`config.mk`:
```
export PLATFORM = sky130hd
export DESIGN_NAME = dai_indicator
export DESIGN_NICKNAME = d
export VERILOG_FILES = /design/src/common/dai_pkg.sv /design/src/dai_indicator.sv /design/src/dai_sync.sv
export VERILOG_INCLUDE_DIRS = /design/src /design/src/common
export SDC_FILE = /design/constraint.sdc
export NUM_CORES = 1
export LEC_CHECK = 0
export BUFFER_PORTS_ARGS = -buffer_cell sky130_fd_sc_hd__buf_2
export CORE_AREA = 2 2 39 41
export DETAILED_ROUTE_END_ITERATION = 10
export DIE_AREA = 0 0 41 43
export SYNTH_ARGS = -nofsm -noshare
export SYNTH_HDL_FRONTEND = slang
export SYNTH_SLANG_ARGS = --single-unit
```
`constraint.sdc`:
```
create_clock -name core_clk -period 2.3 [get_ports core_clk]
set_clock_uncertainty 0.1 [all_clocks]
set_input_delay 0.115 -clock core_clk [delete_from_list [all_inputs] [get_ports core_clk]]
set_output_delay 0.115 -clock core_clk [all_outputs]
set_load 0.1 [all_outputs]
```
`src/common/dai_defines.svh`:
```
// Constants for the drive activity indicator block.
// Assumes inclusion by bare name from the common folder.
`ifndef DAI_DEFINES_SVH
`define DAI_DEFINES_SVH
`define DAI_NUM_CHAN 4
`define DAI_PAIR0_OUT 0
`define DAI_PAIR1_OUT 1
`define DAI_ROM_CLK_OUT 2
`define DAI_ROM_DOUT_OUT 3
`define DAI_LAMP_OFF 1'b1
`define DAI_LAMP_ON 1'b0
`define DAI_LAMP_RESET 4'hf
`endif

```
`src/common/dai_pkg.sv`:
```
// Types for the drive activity indicator block.
// Assumes nothing beyond the defines header.
package dai_pkg;
	typedef struct packed
	{
		logic [3:0] busy;
	} dai_activity_t;
	typedef struct packed
	{
		logic rom_clk;
		logic rom_dout;
		logic rom_active;
	} dai_rom_t;
endpackage

```
`src/dai_indicator.sv`:
```
// Drive activity indicator: four active-low lamp outputs from per-port activity.
// Assumes activity and ROM signals come from core_clk logic; the mode pin is a board strap.
// Operation
// - Four lamp outputs, each driven low to light its lamp.
// - Paired mode: output zero lights when channel 0 or 1 is active.
// - Paired mode: output one lights when channel 2 or 3 is active.
// - Direct mode pin low: each port drives only its own output.
// - During ROM transfers the shared pins serve only the ROM.
// - All four enabled: ROM data-out pin is channel 3 lamp.
// - All four enabled: ROM clock pin is channel 2 lamp.
`timescale 1ns/1ps
`default_nettype none
`include "dai_defines.svh"
module dai_indicator
	import dai_pkg::*;
#(
	parameter int NUM_CHAN = `DAI_NUM_CHAN
) (
	input wire logic core_clk, // Core clock, 250 MHz.
	input wire logic rst_n, // Asynchronous reset, active low.
	input wire dai_activity_t activity, // Per-port outstanding transfer flags.
	input wire dai_rom_t rom, // Serial ROM clock, data-out and busy.
	input wire logic direct_port_mode_n, // Mode strap pin, low selects direct-port mode.
	output logic activity_out_0, // Lamp 0, active low.
	output logic activity_out_1, // Lamp 1, active low.
	output logic activity_out_2, // Shared ROM clock pin / lamp 2.
	output logic activity_out_3, // Shared ROM data-out pin / lamp 3.
	output logic rom_serial_data_out // Same level as activity_out_3 for the ROM side.
);
	initial
	begin
		if (NUM_CHAN != 4)
			$error("dai_indicator: NUM_CHAN must be four.");
	end

	logic [0:0] mode_sync;
	logic direct_mode;
	logic [3:0] lamp_on;
	logic [3:0] lamp_d;
	logic [3:0] lamp_level;
	logic [3:0] pair_busy;
	logic [3:0] rom_owns;
	logic [3:0] rom_level;
	genvar g;
	logic [3:0] lamp_q;
	logic rom_dout_q;

	// The strap is an outside pin and crosses two flops first.
	dai_sync #(
		.WIDTH(1),
		.RESET_VAL(1'b1)
	) u_mode_sync (
		.core_clk(core_clk),
		.rst_n(rst_n),
		.async_in(direct_port_mode_n),
		.sync_out(mode_sync)
	);
	assign direct_mode = ~mode_sync[0];

	// Outputs 0 and 1 each merge a channel pair in paired mode; 2 and 3 stay dark there outside ROM transfers.
	assign pair_busy[0] = activity.busy[0] | activity.busy[1];
	assign pair_busy[1] = activity.busy[2] | activity.busy[3];
	assign pair_busy[2] = 1'b0;
	assign pair_busy[3] = 1'b0;

	// A ROM transfer takes the two shared pins away from the lamps.
	assign rom_owns = {rom.rom_active, rom.rom_active, 2'b00};
	assign rom_level = {rom.rom_dout, rom.rom_clk, 2'b11};

	generate
		for (g = 0; g < NUM_CHAN; g = g + 1)
		begin : g_lamp
			assign lamp_on[g] = direct_mode ? activity.busy[g] : pair_busy[g];
			assign lamp_level[g] = lamp_on[g] ? `DAI_LAMP_ON : `DAI_LAMP_OFF;
			assign lamp_d[g] = rom_owns[g] ? rom_level[g] : lamp_level[g];
		end
	endgenerate

	always_ff @(posedge core_clk or negedge rst_n)
	begin
		if (!rst_n)
		begin
			lamp_q <= `DAI_LAMP_RESET;
			rom_dout_q <= `DAI_LAMP_OFF;
		end
		else
		begin
			lamp_q <= lamp_d;
			rom_dout_q <= lamp_d[`DAI_ROM_DOUT_OUT];
		end
	end

	assign activity_out_0 = lamp_q[0];
	assign activity_out_1 = lamp_q[1];
	assign activity_out_2 = lamp_q[2];
	assign activity_out_3 = lamp_q[3];
	assign rom_serial_data_out = rom_dout_q;

	// Checks.
	a_pair0_lamp: assert property (@(posedge core_clk) disable iff (!rst_n)
		(mode_sync[0] && (activity.busy[0] || activity.busy[1])) |=> !activity_out_0)
		else $error("Paired lamp 0 not lit.");
	a_pair1_lamp: assert property (@(posedge core_clk) disable iff (!rst_n)
		(mode_sync[0] && !activity.busy[2] && !activity.busy[3]) |=> activity_out_1)
		else $error("Paired lamp 1 lit without activity.");
	a_direct_lamp1: assert property (@(posedge core_clk) disable iff (!rst_n)
		!mode_sync[0] |=> (activity_out_1 == !$past(activity.busy[1])))
		else $error("Direct lamp 1 wrong.");
	a_rom_clk_pass: assert property (@(posedge core_clk) disable iff (!rst_n)
		rom.rom_active |=> (activity_out_2 == $past(rom.rom_clk)))
		else $error("ROM clock not passed.");
	a_ch3_lamp: assert property (@(posedge core_clk) disable iff (!rst_n)
		(!mode_sync[0] && !rom.rom_active && activity.busy[3]) |=> !activity_out_3)
		else $error("Channel 3 lamp not lit.");
	a_ch2_lamp: assert property (@(posedge core_clk) disable iff (!rst_n)
		(!mode_sync[0] && !rom.rom_active && !activity.busy[2]) |=> activity_out_2)
		else $error("Channel 2 lamp lit while idle.");
	a_lamp_off: assert property (@(posedge core_clk) disable iff (!rst_n)
		(activity.busy == 4'h0 && !rom.rom_active) |=> (lamp_q == 4'hf))
		else $error("Lamp lit with no activity.");
	a_dout_mirror: assert property (@(posedge core_clk) disable iff (!rst_n)
		rom.rom_active |=> (rom_serial_data_out == $past(rom.rom_dout)))
		else $error("Data-out pin does not carry the ROM data.");

	property p_pair0_idle;
		@(posedge core_clk) disable iff (!rst_n)
		(mode_sync[0] && !activity.busy[0] && !activity.busy[1]) |=> activity_out_0;
	endproperty
	a_pair0_idle: assert property (p_pair0_idle)
		else $error("Paired lamp 0 lit without activity.");

	property p_pair1_lit;
		@(posedge core_clk) disable iff (!rst_n)
		(mode_sync[0] && (activity.busy[2] || activity.busy[3])) |=> !activity_out_1;
	endproperty
	a_pair1_lit: assert property (p_pair1_lit)
		else $error("Paired lamp 1 not lit.");

	property p_pair_both;
		@(posedge core_clk) disable iff (!rst_n)
		(mode_sync[0] && activity.busy == 4'hf) |=> (!activity_out_0 && !activity_out_1);
	endproperty
	a_pair_both: assert property (p_pair_both)
		else $error("Paired lamps not both lit.");

	property p_shared_dark;
		@(posedge core_clk) disable iff (!rst_n)
		(mode_sync[0] && !rom.rom_active) |=> (activity_out_2 && activity_out_3);
	endproperty
	a_shared_dark: assert property (p_shared_dark)
		else $error("Shared lamp lit in paired mode.");

	property p_direct_lamp0;
		@(posedge core_clk) disable iff (!rst_n)
		!mode_sync[0] |=> (activity_out_0 == !$past(activity.busy[0]));
	endproperty
	a_direct_lamp0: assert property (p_direct_lamp0)
		else $error("Direct lamp 0 wrong.");

	property p_direct_all;
		@(posedge core_clk) disable iff (!rst_n)
		(!mode_sync[0] && activity.busy == 4'hf && !rom.rom_active) |=> (lamp_q == 4'h0);
	endproperty
	a_direct_all: assert property (p_direct_all)
		else $error("Direct lamps not all lit.");

	property p_ch2_lit;
		@(posedge core_clk) disable iff (!rst_n)
		(!mode_sync[0] && !rom.rom_active && activity.busy[2]) |=> !activity_out_2;
	endproperty
	a_ch2_lit: assert property (p_ch2_lit)
		else $error("Channel 2 lamp not lit.");

	property p_ch3_idle;
		@(posedge core_clk) disable iff (!rst_n)
		(!mode_sync[0] && !rom.rom_active && !activity.busy[3]) |=> activity_out_3;
	endproperty
	a_ch3_idle: assert property (p_ch3_idle)
		else $error("Channel 3 lamp lit while idle.");

	property p_rom_dout_pass;
		@(posedge core_clk) disable iff (!rst_n)
		rom.rom_active |=> (activity_out_3 == $past(rom.rom_dout));
	endproperty
	a_rom_dout_pass: assert property (p_rom_dout_pass)
		else $error("ROM data not passed.");

	property p_rom_owns_clk;
		@(posedge core_clk) disable iff (!rst_n)
		(rom.rom_active && rom.rom_clk && activity.busy[2]) |=> activity_out_2;
	endproperty
	a_rom_owns_clk: assert property (p_rom_owns_clk)
		else $error("Lamp 2 drove the ROM clock pin during a transfer.");

	property p_rom_owns_dout;
		@(posedge core_clk) disable iff (!rst_n)
		(rom.rom_active && rom.rom_dout && activity.busy[3]) |=> activity_out_3;
	endproperty
	a_rom_owns_dout: assert property (p_rom_owns_dout)
		else $error("Lamp 3 drove the ROM data pin during a transfer.");

	property p_mode_sync;
		@(posedge core_clk) disable iff (!rst_n)
		$past(rst_n, 2) |-> (mode_sync[0] == $past(direct_port_mode_n, 2));
	endproperty
	a_mode_sync: assert property (p_mode_sync)
		else $error("Mode strap not seen two cycles later.");

	property p_reset_dark;
		@(posedge core_clk)
		(!rst_n ##1 !rst_n) |-> (lamp_q == `DAI_LAMP_RESET);
	endproperty
	a_reset_dark: assert property (p_reset_dark)
		else $error("Lamp lit during reset.");

	c_paired: cover property (@(posedge core_clk) mode_sync[0] && activity.busy[1]);
	c_direct: cover property (@(posedge core_clk) !mode_sync[0] && activity.busy[3]);
	c_rom: cover property (@(posedge core_clk) rom.rom_active ##1 !rom.rom_active);
	c_mode_switch: cover property (@(posedge core_clk) mode_sync[0] ##1 !mode_sync[0]);
	c_all_lit: cover property (@(posedge core_clk) lamp_q == 4'h0);
endmodule
`default_nettype wire

```
`src/dai_sync.sv`:
```
// Two-flop synchroniser for a bus of pin levels.
// Assumes the pins are asynchronous to core_clk.
`timescale 1ns/1ps
`default_nettype none
module dai_sync #(
	parameter int WIDTH = 1,
	parameter logic [WIDTH-1:0] RESET_VAL = '1
) (
	input wire logic core_clk, // Core clock.
	input wire logic rst_n, // Asynchronous reset, active low.
	input wire logic [WIDTH-1:0] async_in, // Raw pin levels.
	output logic [WIDTH-1:0] sync_out // Synchronised levels.
);
	logic [WIDTH-1:0] meta_q;
	logic [WIDTH-1:0] sync_q;
	initial
	begin
		if (WIDTH < 1)
			$error("dai_sync: WIDTH must be at least one.");
	end
	always_ff @(posedge core_clk or negedge rst_n)
	begin
		if (!rst_n)
		begin
			meta_q <= RESET_VAL;
			sync_q <= RESET_VAL;
		end
		else
		begin
			meta_q <= async_in;
			sync_q <= meta_q;
		end
	end
	assign sync_out = sync_q;
endmodule
`default_nettype wire

```
# Yosys cells after proc, flatten, opt, wreduce, memory -nomap -nowiden
# Index checks and enable logic that the tools add are counted.
# op_classes
n_addsub,0
mul,0
div,0
magnitude_cmp,0
n_eq_ne,0
shift,0
mux,10
bitwise,2
n_reduce_logical,0
# op_table
op,n
$mux W1,10
$or A1 B1 Y1,2
# word_totals
register_bits,7
latchBits,0
ram_bits,0
rom_bits,0
in_bits,10
wordCells,16
n_memories,0

# Depth between registers and ports, before layout
# Gate-level depths: netlist of the first run.
# logic_depth
depth_word,3
ltp_mapped,2
mapped_depth_nobuf,2

# Modules after synthesis
# Synthesis of the first run repeated with hierarchy kept, for this count alone.
# unflattened
hier_cells,15
area_unflattened_um2,219.0
# by_module_without_submodules
module,n_inst,cells_each,area_each_um2,seq_area_each_um2
dai_indicator,1,13,166.4,105.1
dai_sync,1,2,52.6,52.6

# Worst setup path before layout of the first run
# Ideal clock, no wire load.
# synth_timing
path_type,register to output
startpoint,reg lamp_q[3] (netlist name)
endpoint,out rom_serial_data_out
t_arrival_ns,1.217
t_required_ns,2.085
slack_ns,0.868
path_stages_with_launch,2
n_path_buf,1
cell_sequence,dfstp_2 -> buf_4
# synth_rtl
item,line_no,rtl
to (decl),dai_indicator.sv:28,output logic rom_serial_data_out

# Worst setup path in the final report of the first run
# layout_timing
startpoint,in rom[0] (netlist name)
endpoint,reg lamp_q[2]
# layout_via
elab_chain_cells,1
# layout_rtl
item,line_no,rtl
from (decl),dai_indicator.sv:22,"input wire dai_rom_t rom,"
$mux W1,dai_indicator.sv:75,assign lamp_d[g] = rom_owns[g] ? rom_level[g] : lamp_level[g];
net lamp_d[2],dai_indicator.sv:39,logic [3:0] lamp_d;
to (signal assigned),dai_indicator.sv:83,lamp_q <= `DAI_LAMP_RESET;
to (signal assigned),dai_indicator.sv:88,lamp_q <= lamp_d;
to (decl),dai_indicator.sv:45,logic [3:0] lamp_q;
# The timed path passes the listed nets, and every way through them passes these cells.

==> results of run 1 <==
## synthesized netlist by cell type (all sizes together)
cell type  instances
buf                1
dfstp              6
a21oi              3
o22ai              1
inv                2
nor3b              2
nand2b             1
## timing repair
item / CTS / global route
setup buffers: 0 / 0
endpoints found under the hold margin: 11 / 0
hold buffers: 9 / 0
## metrics by stage
| step | total power [mW] | hold slack (ps) |
|---|---|---|
| floorplan | 0.178 | -133 |
| global placement | 0.192 | 36.9 |
| detailed placement | 0.192 | 48.9 |
| CTS | 0.307 | 113 |
| global route | 0.320 | 133 |
| finish | 0.302 | 122 |
## critical path: cells and delay by family
family	cells	cell delay (ps)
and+or+nand+nor	1	180
buffers and inverters	3	1240
AOI/OAI and AO/OA	1	60
## flip-flops by register name, summed over array words and instances, names as in the netlist
register,count
lamp_q,4
u_mode_sync.sync_out,1
u_mode_sync.meta_q,1
## kinds of logic after synthesis
group | after synthesis | synth area share [%]
buf+inv | 3 | 6.98
compound gates | 4 | 9.88
flops | 6 | 73.3
simple gates | 3 | 9.88
## power by group
| group | internal (mW) | switching, mW |
|---|---|---|
| clock | 0.0591 | 0.0389 |
| sequential | 0.118 | 0.00249 |
| combinational | 0.0241 | 0.0594 |
## final timing paths
path	from	endpoint	slack, ps	depth (start not counted)
min in group asynchronous	rst_n	lamp_q[1]	310	2
max in group asynchronous	rst_n	lamp_q[3]	1760	2
min	activity[3]	lamp_q[3]	120	3
min reg2reg	u_mode_sync.meta_q	u_mode_sync.sync_out	260	0
max reg2reg	u_mode_sync.sync_out	lamp_q[2]	860	3
max	rom[0]	lamp_q[2]	770	5
## area by class of cell
cell class / instances / area, um^2 / area share [%]
Clock buffer: 3 / 22.5 / 5.49
Inverter: 2 / 7.51 / 1.83
Multi-Input combinational cell: 7 / 42.5 / 10.4
Sequential cell: 6 / 158 / 38.4
Tap cell: 16 / 20.0 / 4.88
Timing Repair Buffer: 23 / 160 / 39.0
## routing by layer
metal  GRT usage (%)  routed length, um
met1            7.57                241
met2            9.38                221
met3            8.38                 81
met4            4.00                  0
met5               0                  0
==> results.txt, run 1 <==
----------------------------------------------------
[Die]
  I/O pin count ... 15
  Die area ... 0.00176 mm^2
  Chip Width ... 41 um
  Effective utilization at floorplan ... 15.6%
  Core ar. ... 0.00138 mm^2
  Site Rows ... 14
  Vertical die dimension ... 43 um

[Final layout]
  Fin nets ... 53
  Fraction of layout cells with a size suffix above 1 ... 56.1%
  Post-route standard cell area excluding fillers ... 410 um^2
  Antenna cell count ... 0
  Layout overhead on the synthesized area ... 90.7%
  Util after Layout ... 29.7%
  Non-Filler Instances ... 57
  Fill count ... 149
  Most common library cell in the layout ignoring fill and taps ... buf_2
  Most frequent cells in the layout ... buf_2, dlygate4sd3_1, dfstp_2, a21oi_1, clkbuf_4

[GRT]
  GR Overflow Total ... 0
  Via count of the first global-routing pass ... 208
  GR Util All Layers ... 7.58%
  Largest net degree at the start of global routing ... 7
  First-pass GRT wire length ... 786 um
  Initial antenna violation count ... 0

[Detailed routing]
  DR iter-0 viols ... 3
  First-pass detailed-route iteration total ... 4
  Number of nets still failing antenna checks after routing ... 0
  Via count ... 203
  DR DRC count ... 0
  Number of vias per cell ... 3.56
  Wire length reported by the detailed router ... 544 um
  Final routed wire length divided by cell count ... 9.54 um

[Place]
  Post-placement cell area ... 298 um^2
  Worst setup slack after placement ... 1170 ps
  # port buffers ... 14
  Final estimated routing congestion in global placement ... 0.660
  Total instance count after detailed placement ... 45

[CTS]
  Resize count post-CTS ... 0
  Clock Tree Buf Depth ... 2
  Total number of H-tree levels ... 1
  Clock-pin slew on the worst setup and hold paths ... 40 ps
  Insertion delay to the later sink of the worst-skew pair ... 250 ps
  Cell chosen for the clock root ... clkbuf_4
  TritonCTS clock tree ... yes
  Clock sink count ... 6
  Clock buffers created by TritonCTS ... 3

[Timing]
  Final setup TNS ... 0 ps
  Minimum period implied by the final worst setup slack ... 1530 ps
  PnR worst setup slack ... 774 ps
  Final hold violation count ... 0
  Unrepaired setup endpoints after global routing ... false
  Pin slew with the least headroom to its limit ... 488 ps
  Count of final max-slew check failures ... 0
  # setup viols final ... 0
  Final worst path period share ... 66.3%
  Relative slew slack ... 67.7%
  Achievable frequency ... 655 MHz

[Min path]
  Class of the most critical hold timing path ... input pin to register

[Yosys]
  Synth top area share ... 73.3%
  Area contributors post-synth ... dfstp_2, a21oi_1, nor3b_1
  Seq cells post-synth ... 6
  Mapped Avg Cell Area ... 13.5 um^2
  Sequential cell area fraction in the yosys report ... 73.3%
  Count of distinct cell types in the synthesized netlist ... 7
  Post-synthesis instance area ... 215 um^2
  Number of warnings reported in the yosys synthesis log ... 0
  Post-synthesis cell type with the largest combined area ... dfstp_2
  Number of nets in the synthesized netlist ... 26
  Synth Instances ... 16

[Pwr]
  Power Dens Cells ... 735 mW/mm^2
  Maximum resistive drop on vdd ... 0.000302 V
  Leakage dissipation ... 0.191 nW

[Worst setup path]
  Worst Path Required ... 2360 ps
  CP max stage cell ... dlygate4sd3_1
  Biggest cell delay along the critical path ... 560 ps
  Arrival time of data at the critical path endpoint ... 1590 ps
  Highest net fanout along the worst path ... 4
  Startpoint class of the critical path ... input pin
  Most numerous cell on the critical path ... dlygate4sd3_1
  Kind of end point of the critical path ... register
  Category of the critical setup timing path ... input pin to register
  CP Cell Sequence ... dlygate4sd3_1 > buf_2 > nor3b_1 > a21oi_1 > dlygate4sd3_1

[Flow run]
  Number of maximum-capacitance constraint violations ... 0

[Run status]
  Outcome ... complete, no violations

----------------------------------------------------
No activity file was read; power rests on OpenSTA's default activity.
==> run 2, diff against run 1 <==
ABC_AREA = 1   (was unset)
clock period = 1.44 ns   (was 2.3 ns; I/O delays follow)
==> run 2 against run 1 <==
Non-clock buffer count increased by 4. Combinational power up 74%. Worst setup slack lost 710 ps. Global-route usage decreased by 0.72 points. Largest power group unchanged.
==> results.txt, run 2 <==
----------------------------------------------------
[CTS]
  TritonCTS clock tree ... yes (unchanged)
  Cell chosen for the clock root ... clkbuf_4 (unchanged)
  Insertion delay to the later sink of the worst-skew pair ... 240 ps (was 250 ps)
  Clock Tree Buf Depth ... 2 (unchanged)
  Clock sink count ... 6 (unchanged)
  Total number of H-tree levels ... 1 (unchanged)
  Clock buffers created by TritonCTS ... 3 (unchanged)
  Resize count post-CTS ... 0 (unchanged)
  Clock-pin slew on the worst setup and hold paths ... 40 ps (about the same)

[Worst setup path]
  Biggest cell delay along the critical path ... 550 ps (was 560 ps)
  Setup slack of the worst register-to-register path ... 110 ps (was 860 ps)
  CP Cell Sequence ... dlygate4sd3_1 > buf_2 > nor2_1 > dlygate4sd3_1 > nand2_1 > nand2_1 (was dlygate4sd3_1 > buf_2 > nor3b_1 > a21oi_1 > dlygate4sd3_1)
  CP max stage cell ... dlygate4sd3_1 (unchanged)
  Reg2reg end ... lamp_q[0] (was lamp_q[2])
  Critical path depth ... 6 (was 5)
  Startpoint of the worst-slack reg-to-reg timing path ... u_mode_sync.sync_out (unchanged)
  Critical path buffers and inverters ... 3 (unchanged)
  Depth of the worst register-to-register path ... 2 (was 3)
  Endpoint of the most critical setup path ... lamp_q[1] (was lamp_q[2])
  Launching instance or port of the critical path ... activity[2] (was rom[0])
  Kind of end point of the critical path ... register (unchanged)
  CP delay by family, top ... buffers and inverters (unchanged)
  Highest net fanout along the worst path ... 2 (was 4)
  Worst Path Required ... 1520 ps (was 2360 ps)
  Startpoint class of the critical path ... input pin (unchanged)
  Category of the critical setup timing path ... input pin to register (unchanged)
  Arrival time of data at the critical path endpoint ... 1450 ps (was 1590 ps)

[Detailed routing]
  DR iter-0 viols ... 2 (was 3)
  Number of nets still failing antenna checks after routing ... 0 (unchanged)
  Final routed wire length divided by cell count ... 6.45 um (was 9.54 um)
  Via count ... 239 (was 203)
  Wire length reported by the detailed router ... 432 um (was 544 um)
  First-pass detailed-route iteration total ... 2 (was 4)
  Number of vias per cell ... 3.57 (was 3.56)
  DR DRC count ... 0 (unchanged)

[Final layout]
  Fill count ... 149 (unchanged)
  Most frequent cells in the layout ... buf_2, dlygate4sd3_1, nand2_1, dfstp_2, clkbuf_4 (was buf_2, dlygate4sd3_1, dfstp_2, a21oi_1, clkbuf_4)
  Post-route standard cell area excluding fillers ... 460 um^2 (was 410 um^2)
  Layout overhead on the synthesized area ... 104% (was 90.7%)
  Most common library cell in the layout ignoring fill and taps ... buf_2 (unchanged)
  Fraction of layout cells with a size suffix above 1 ... 45.1% (was 56.1%)
  Register containing the most flip-flops in the final layout ... lamp_q (unchanged)
  Fin nets ... 63 (was 53)
  Antenna cell count ... 0 (unchanged)
  Largest register FFs ... 4 (unchanged)
  Util after Layout ... 33.3% (was 29.7%)

[Timing]
  Minimum period implied by the final worst setup slack ... 1370 ps
  Hold_ws ... 253 ps (was 122 ps)
  Final worst path period share ... 95.2%
  Pin slew with the least headroom to its limit ... 483 ps (was 488 ps)
  # setup viols final ... 0 (unchanged)
  Count of final max-slew check failures ... 0 (unchanged)
  Achievable frequency ... 730 MHz
  Final setup TNS ... 0 ps (unchanged)
  PnR worst setup slack ... 69.3 ps (was 774 ps)
  Relative slew slack ... 68.0% (was 67.7%)
  Unrepaired setup endpoints after global routing ... false (unchanged)
  Final hold violation count ... 0 (unchanged)

[Yosys]
  Area contributors post-synth ... dfstp_2, nand2_1, buf_4 (was dfstp_2, a21oi_1, nor3b_1)
  Post-synthesis cell type with the largest combined area ... dfstp_2 (unchanged)
  Number of warnings reported in the yosys synthesis log ... 0 (unchanged)
  Seq cells post-synth ... 6 (unchanged)
  Sequential cell area fraction in the yosys report ... 70.0% (was 73.3%)
  Mapped Avg Cell Area ... 10.2 um^2 (was 13.5 um^2)
  Most repeated cell in the gate-level netlist after synthesis ... nand2_1 (was dfstp_2)
  Ys async rst share ... 100% (unchanged)
  Synth Instances ... 22 (was 16)
  Number of flops mapped to enable cells by yosys ... 0 (unchanged)
  Number of nets in the synthesized netlist ... 32 (was 26)
  Count of distinct cell types in the synthesized netlist ... 7 (unchanged)
  Post-synthesis instance area ... 225 um^2 (was 215 um^2)
  Top post-synthesis cells by count ... nand2_1, dfstp_2, inv_1 (was dfstp_2, a21oi_1, inv_1, nor3b_1)
  Most instantiated flip-flop cell in the synthesis netlist ... dfstp_2 (unchanged)
  Synth top area share ... 70.0% (was 73.3%)

[GRT]
  Largest net degree at the start of global routing ... 7 (unchanged)
  Via count of the first global-routing pass ... 213 (was 208)
  First-pass GRT wire length ... 745 um (was 786 um)
  GR Overflow Total ... 0 (unchanged)
  GR Util All Layers ... 6.86% (was 7.58%)
  Initial antenna violation count ... 0 (unchanged)

[Flow run]
  Number of maximum-capacitance constraint violations ... 0 (unchanged)

[Place]
  Post-placement cell area ... 308 um^2 (was 298 um^2)
  # port buffers ... 14 (unchanged)
  Final estimated routing congestion in global placement ... 0.676 (was 0.660)
  Worst setup slack after placement ... 347 ps (was 1170 ps)

[Die]
  Die area ... 0.00176 mm^2 (unchanged)
  Effective utilization at floorplan ... 16.3% (was 15.6%)
  Chip Width ... 41 um (unchanged)
  I/O pin count ... 15 (unchanged)
  Site Rows ... 14 (unchanged)
  Core ar. ... 0.00138 mm^2 (unchanged)
  Vertical die dimension ... 43 um (unchanged)

[Run status]
  Outcome ... complete, no violations (unchanged)

[Min path]
  Hold Path Depth ... 0 (was 3)
  Class of the most critical hold timing path ... register to register (was input pin to register)

[Pwr]
  Leakage dissipation ... 0.231 nW (was 0.191 nW)
  Power Dens Cells ... 1060 mW/mm^2 (was 735 mW/mm^2)
  Net load switching power ... 159 uW (was 101 uW)
  Maximum resistive drop on vdd ... 0.000297 V (was 0.000302 V)
  Design internal power ... 327 uW (was 201 uW)
  Part of the total power dissipated in sequential elements ... 39.5% (was 39.8%)
  Combinational fraction of design power ... 29.9% (was 27.7%)
  Switching share of total power ... 32.8% (was 33.4%)
  Clock power frac ... 30.6% (was 32.5%)

----------------------------------------------------
run 2: cell count changes after synthesis:
cell and delta:
nor2_1 +1, o22ai_1 -1, nor3b_1 -2, or2_1 +1, nand2b_1 -1, a21oi_1 -2, nand2_1 +10
run 2: power by group through the flow:
stage                     sequential [mW]  clock (mW)  combinational (mW)
after floorplan                     0.260           0              0.0309
after global placement              0.194           0               0.118
after detailed placement            0.194           0               0.119
after CTS                           0.192       0.158               0.146
after global routing                0.194       0.165               0.155
final                               0.192       0.149               0.145
run 2: worst reg2reg max path: stages, from the launching register on:
cell,delay (ps)
dfstp_2,540
a21oi_1,60
dlygate4sd3_1,550
run 2: final cells by class:
| class | count | area (um^2) | share of cell area [%] |
|---|---|---|---|
| flip-flops and latches | 6 | 158 | 34.2 |
| repair buffers | 27 | 200 | 43.5 |
| inverters | 2 | 7.51 | 1.63 |
| multi-input cells | 13 | 52.6 | 11.4 |
| well taps | 16 | 20.0 | 4.35 |
| clock buffers | 3 | 22.5 | 4.89 |
run 2: metrics by stage:
stage          instances  power [mW]
2_1_floorplan         22       0.291
3_3_place_gp          51       0.312
6_report              67       0.486
5_1_grt               67       0.514
4_1_cts               67       0.497
3_5_place_dp          51       0.314
run 2: logic make-up after synthesis:
| logic type | count (synthesis) | share of synthesized area [%] |
|---|---|---|
| AO/OA/AOI/OAI | 1 | 2.22 |
| buffers and inverters | 3 | 6.67 |
| flip-flops | 6 | 70.0 |
| AND/OR/NAND/NOR | 12 | 21.1 |
run 2: layer usage:
metal / vias up / part of all wire (%) / global-route usage [%]
met3: 0 / 14 / 4.71
met4: 0 / 0 / 6.00
li1: 123 / - / -
met1: 104 / 39 / 6.21
met5: - / 0 / 0
met2: 12 / 47 / 9.69
run 2: repair_timing:
item / in CTS / in global routing
setup endpoints to repair: 0 / 0
buffers inserted: 0 / 0
hold buffers: 13 / 0
hold endpoints to repair: 11 / 0
run 2: worst min path at each step:
| stage | from | end | slack [ps] |
|---|---|---|---|
| floorplan | rst_n | lamp_q[0] | -180 |
| global placement | rst_n | lamp_q[3] | -8 |
| detailed placement | rst_n | lamp_q[0] | -0.7 |
| CTS | u_mode_sync.meta_q | u_mode_sync.sync_out | 250 |
| global route | u_mode_sync.meta_q | u_mode_sync.sync_out | 260 |
| finish | u_mode_sync.meta_q | u_mode_sync.sync_out | 250 |
==> run 3, diff against run 2 <==
CELL_PAD_IN_SITES_DETAIL_PLACEMENT = 0   (was unset)
CELL_PAD_IN_SITES_GLOBAL_PLACEMENT = 1   (was unset)
PLACE_DENSITY_LB_ADDON = 0.1   (was unset)
==> run 3 against run 2 <==
Via count decreased by 1.7%. Sequential share of layout area increased by 0.57 points. First-iteration DRC count did not move. Worst setup slack improved by 18 ps. Clock-buffer cell count is the same. Non-clock buffer count is 1 lower. Critical path depth is 2 lower. Fmax rose by 1.3%. Register-to-register slack about the same. Clock power about the same. Critical endpoint is now lamp_q[0].
==> results.txt, run 3 (same netlist as run 2, synthesis figures left out) <==
----------------------------------------------------
[Timing]
  # setup viols final ... 0 (unchanged)
  Final worst path period share ... 93.9% (was 95.2%)
  Hold_ws ... 257 ps (was 253 ps)
  Unrepaired setup endpoints after global routing ... false (unchanged)
  Achievable frequency ... 739 MHz (was 730 MHz)
  Count of final max-slew check failures ... 0 (unchanged)
  Minimum period implied by the final worst setup slack ... 1350 ps (was 1370 ps)
  Pin slew with the least headroom to its limit ... 487 ps (was 483 ps)
  Final hold violation count ... 0 (unchanged)
  Relative slew slack ... 67.7% (was 68.0%)
  Final setup TNS ... 0 ps (unchanged)

[GRT]
  GR Overflow Total ... 0 (unchanged)
  Largest net degree at the start of global routing ... 7 (unchanged)
  Initial antenna violation count ... 0 (unchanged)
  GR Util All Layers ... 7.57% (was 6.86%)
  First-pass GRT wire length ... 814 um (was 745 um)
  Via count of the first global-routing pass ... 241 (was 213)

[Pwr]
  Leakage dissipation ... 0.225 nW (was 0.231 nW)
  Maximum resistive drop on vdd ... 0.000319 V (was 0.000297 V)
  Power Dens Cells ... 1070 mW/mm^2 (was 1060 mW/mm^2)

[CTS]
  TritonCTS clock tree ... yes (unchanged)
  Clock buffers created by TritonCTS ... 3 (unchanged)
  Buffer count from post-CTS setup fixing ... 0 (unchanged)
  Clock-pin slew on the worst setup and hold paths ... 40 ps (about the same)
  Cell chosen for the clock root ... clkbuf_4 (unchanged)
  Clock Tree Buf Depth ... 2 (unchanged)
  Total number of H-tree levels ... 1 (unchanged)
  Insertion delay to the later sink of the worst-skew pair ... 240 ps (about the same)
  Clock sink count ... 6 (unchanged)

[Worst setup path]
  Biggest cell delay along the critical path ... 560 ps (was 550 ps)
  CP Cell Sequence ... dlygate4sd3_1 > buf_2 > a21oi_1 > dlygate4sd3_1 (was dlygate4sd3_1 > buf_2 > nor2_1 > dlygate4sd3_1 > nand2_1 > nand2_1)
  Kind of end point of the critical path ... register (unchanged)
  CP max stage cell ... dlygate4sd3_1 (unchanged)
  Category of the critical setup timing path ... input pin to register (unchanged)
  Worst Path Required ... 1520 ps (about the same)
  Arrival time of data at the critical path endpoint ... 1430 ps (was 1450 ps)
  Highest net fanout along the worst path ... 2 (unchanged)
  Startpoint class of the critical path ... input pin (unchanged)
  Most numerous cell on the critical path ... dlygate4sd3_1

[Final layout]
  Antenna cell count ... 0 (unchanged)
  Register containing the most flip-flops in the final layout ... lamp_q (unchanged)
  Most common library cell in the layout ignoring fill and taps ... buf_2 (unchanged)
  Non-Filler Instances ... 66 (was 67)
  Layout overhead on the synthesized area ... 101% (was 104%)
  Fraction of layout cells with a size suffix above 1 ... 48.0% (was 45.1%)
  Largest register FFs ... 4 (unchanged)
  Fin nets ... 62 (was 63)
  Most frequent cells in the layout ... buf_2, dlygate4sd3_1, nand2_1, dfstp_2, clkbuf_4 (unchanged)

[Die]
  Effective utilization at floorplan ... 16.3% (unchanged)
  Core ar. ... 0.00138 mm^2 (unchanged)
  Chip Width ... 41 um (unchanged)
  Vertical die dimension ... 43 um (unchanged)
  I/O pin count ... 15 (unchanged)
  Die area ... 0.00176 mm^2 (unchanged)
  Site Rows ... 14 (unchanged)

[Detailed routing]
  Via count ... 235 (was 239)
  DR iter-0 viols ... 2 (unchanged)
  DR DRC count ... 0 (unchanged)
  Final routed wire length divided by cell count ... 7.85 um (was 6.45 um)
  Number of nets still failing antenna checks after routing ... 0 (unchanged)
  Number of vias per cell ... 3.56 (was 3.57)
  First-pass detailed-route iteration total ... 2 (unchanged)
  Wire length reported by the detailed router ... 518 um (was 432 um)

[Place]
  Final estimated routing congestion in global placement ... 0.646 (was 0.676)
  Total instance count after detailed placement ... 51 (unchanged)
  # port buffers ... 14 (unchanged)

[Min path]
  Class of the most critical hold timing path ... register to register (unchanged)

[Run status]
  Outcome ... complete, no violations (unchanged)

[Flow run]
  Number of maximum-capacitance constraint violations ... 0 (unchanged)

----------------------------------------------------
run 3: per-stage QoR:
| stage | cell area, um^2 | util [%] | worst slack (ps) | power [mW] |
|---|---|---|---|---|
| 2_1_floorplan | 225 | - | 51.4 | 0.291 |
| 3_3_place_gp | 308 | 22.2 | 355 | 0.313 |
| 3_5_place_dp | 308 | 22.2 | 348 | 0.314 |
| 4_1_cts | 460 | 33.3 | 69.2 | 0.495 |
| 5_1_grt | 453 | 32.7 | 52.6 | 0.519 |
| 6_report | 453 | 32.7 | 87.2 | 0.484 |
run 3: area by class of cell:
cell class | instances | area, um^2
Inverter | 2 | 7.51
Multi-Input combinational cell | 13 | 55.1
Timing Repair Buffer | 26 | 190
Fill cell | 147 | 931
Tap cell | 16 | 20.0
Clock buffer | 3 | 22.5
Sequential cell | 6 | 158
run 3: power by group:
| part | switching (mW) | internal, mW | leakage [nW] |
|---|---|---|---|
| registers | 0.00389 | 0.189 | 0.0630 |
| logic | 0.103 | 0.0428 | 0.149 |
| clock network | 0.0523 | 0.0937 | 0.0138 |
run 3: layer usage:
metal,vias up,wire length (um),GRT usage (%)
li1,121,-,-
met1,106,213,6.86
met2,8,270,11.3
met3,0,34,1.57
met4,0,0,10.0
met5,-,0,0
run 3: worst paths after layout:
check                                     startpoint                    to  slack, ps  cells past startpoint
worst max register to register  u_mode_sync.sync_out             lamp_q[0]        100                      2
min in group asynchronous                      rst_n             lamp_q[1]        280                      2
worst max-delay path                     activity[1]             lamp_q[0]         90                      4
worst min-delay path              u_mode_sync.meta_q  u_mode_sync.sync_out        260                      0
worst min register to register    u_mode_sync.meta_q  u_mode_sync.sync_out        260                      0
max in group asynchronous                      rst_n    u_mode_sync.meta_q        940                      2
run 3: critical path: cells and delay by family:
family                 cells  cell delay (ps)
AOI/OAI and AO/OA          1              140
buffers and inverters      3             1220
run 3: what timing repair did:
item                                    CTS  global route
hold buffers                             13             0
hold endpoints to repair                 11             0
resized for setup                         0             1
endpoints found under the setup margin    0             1
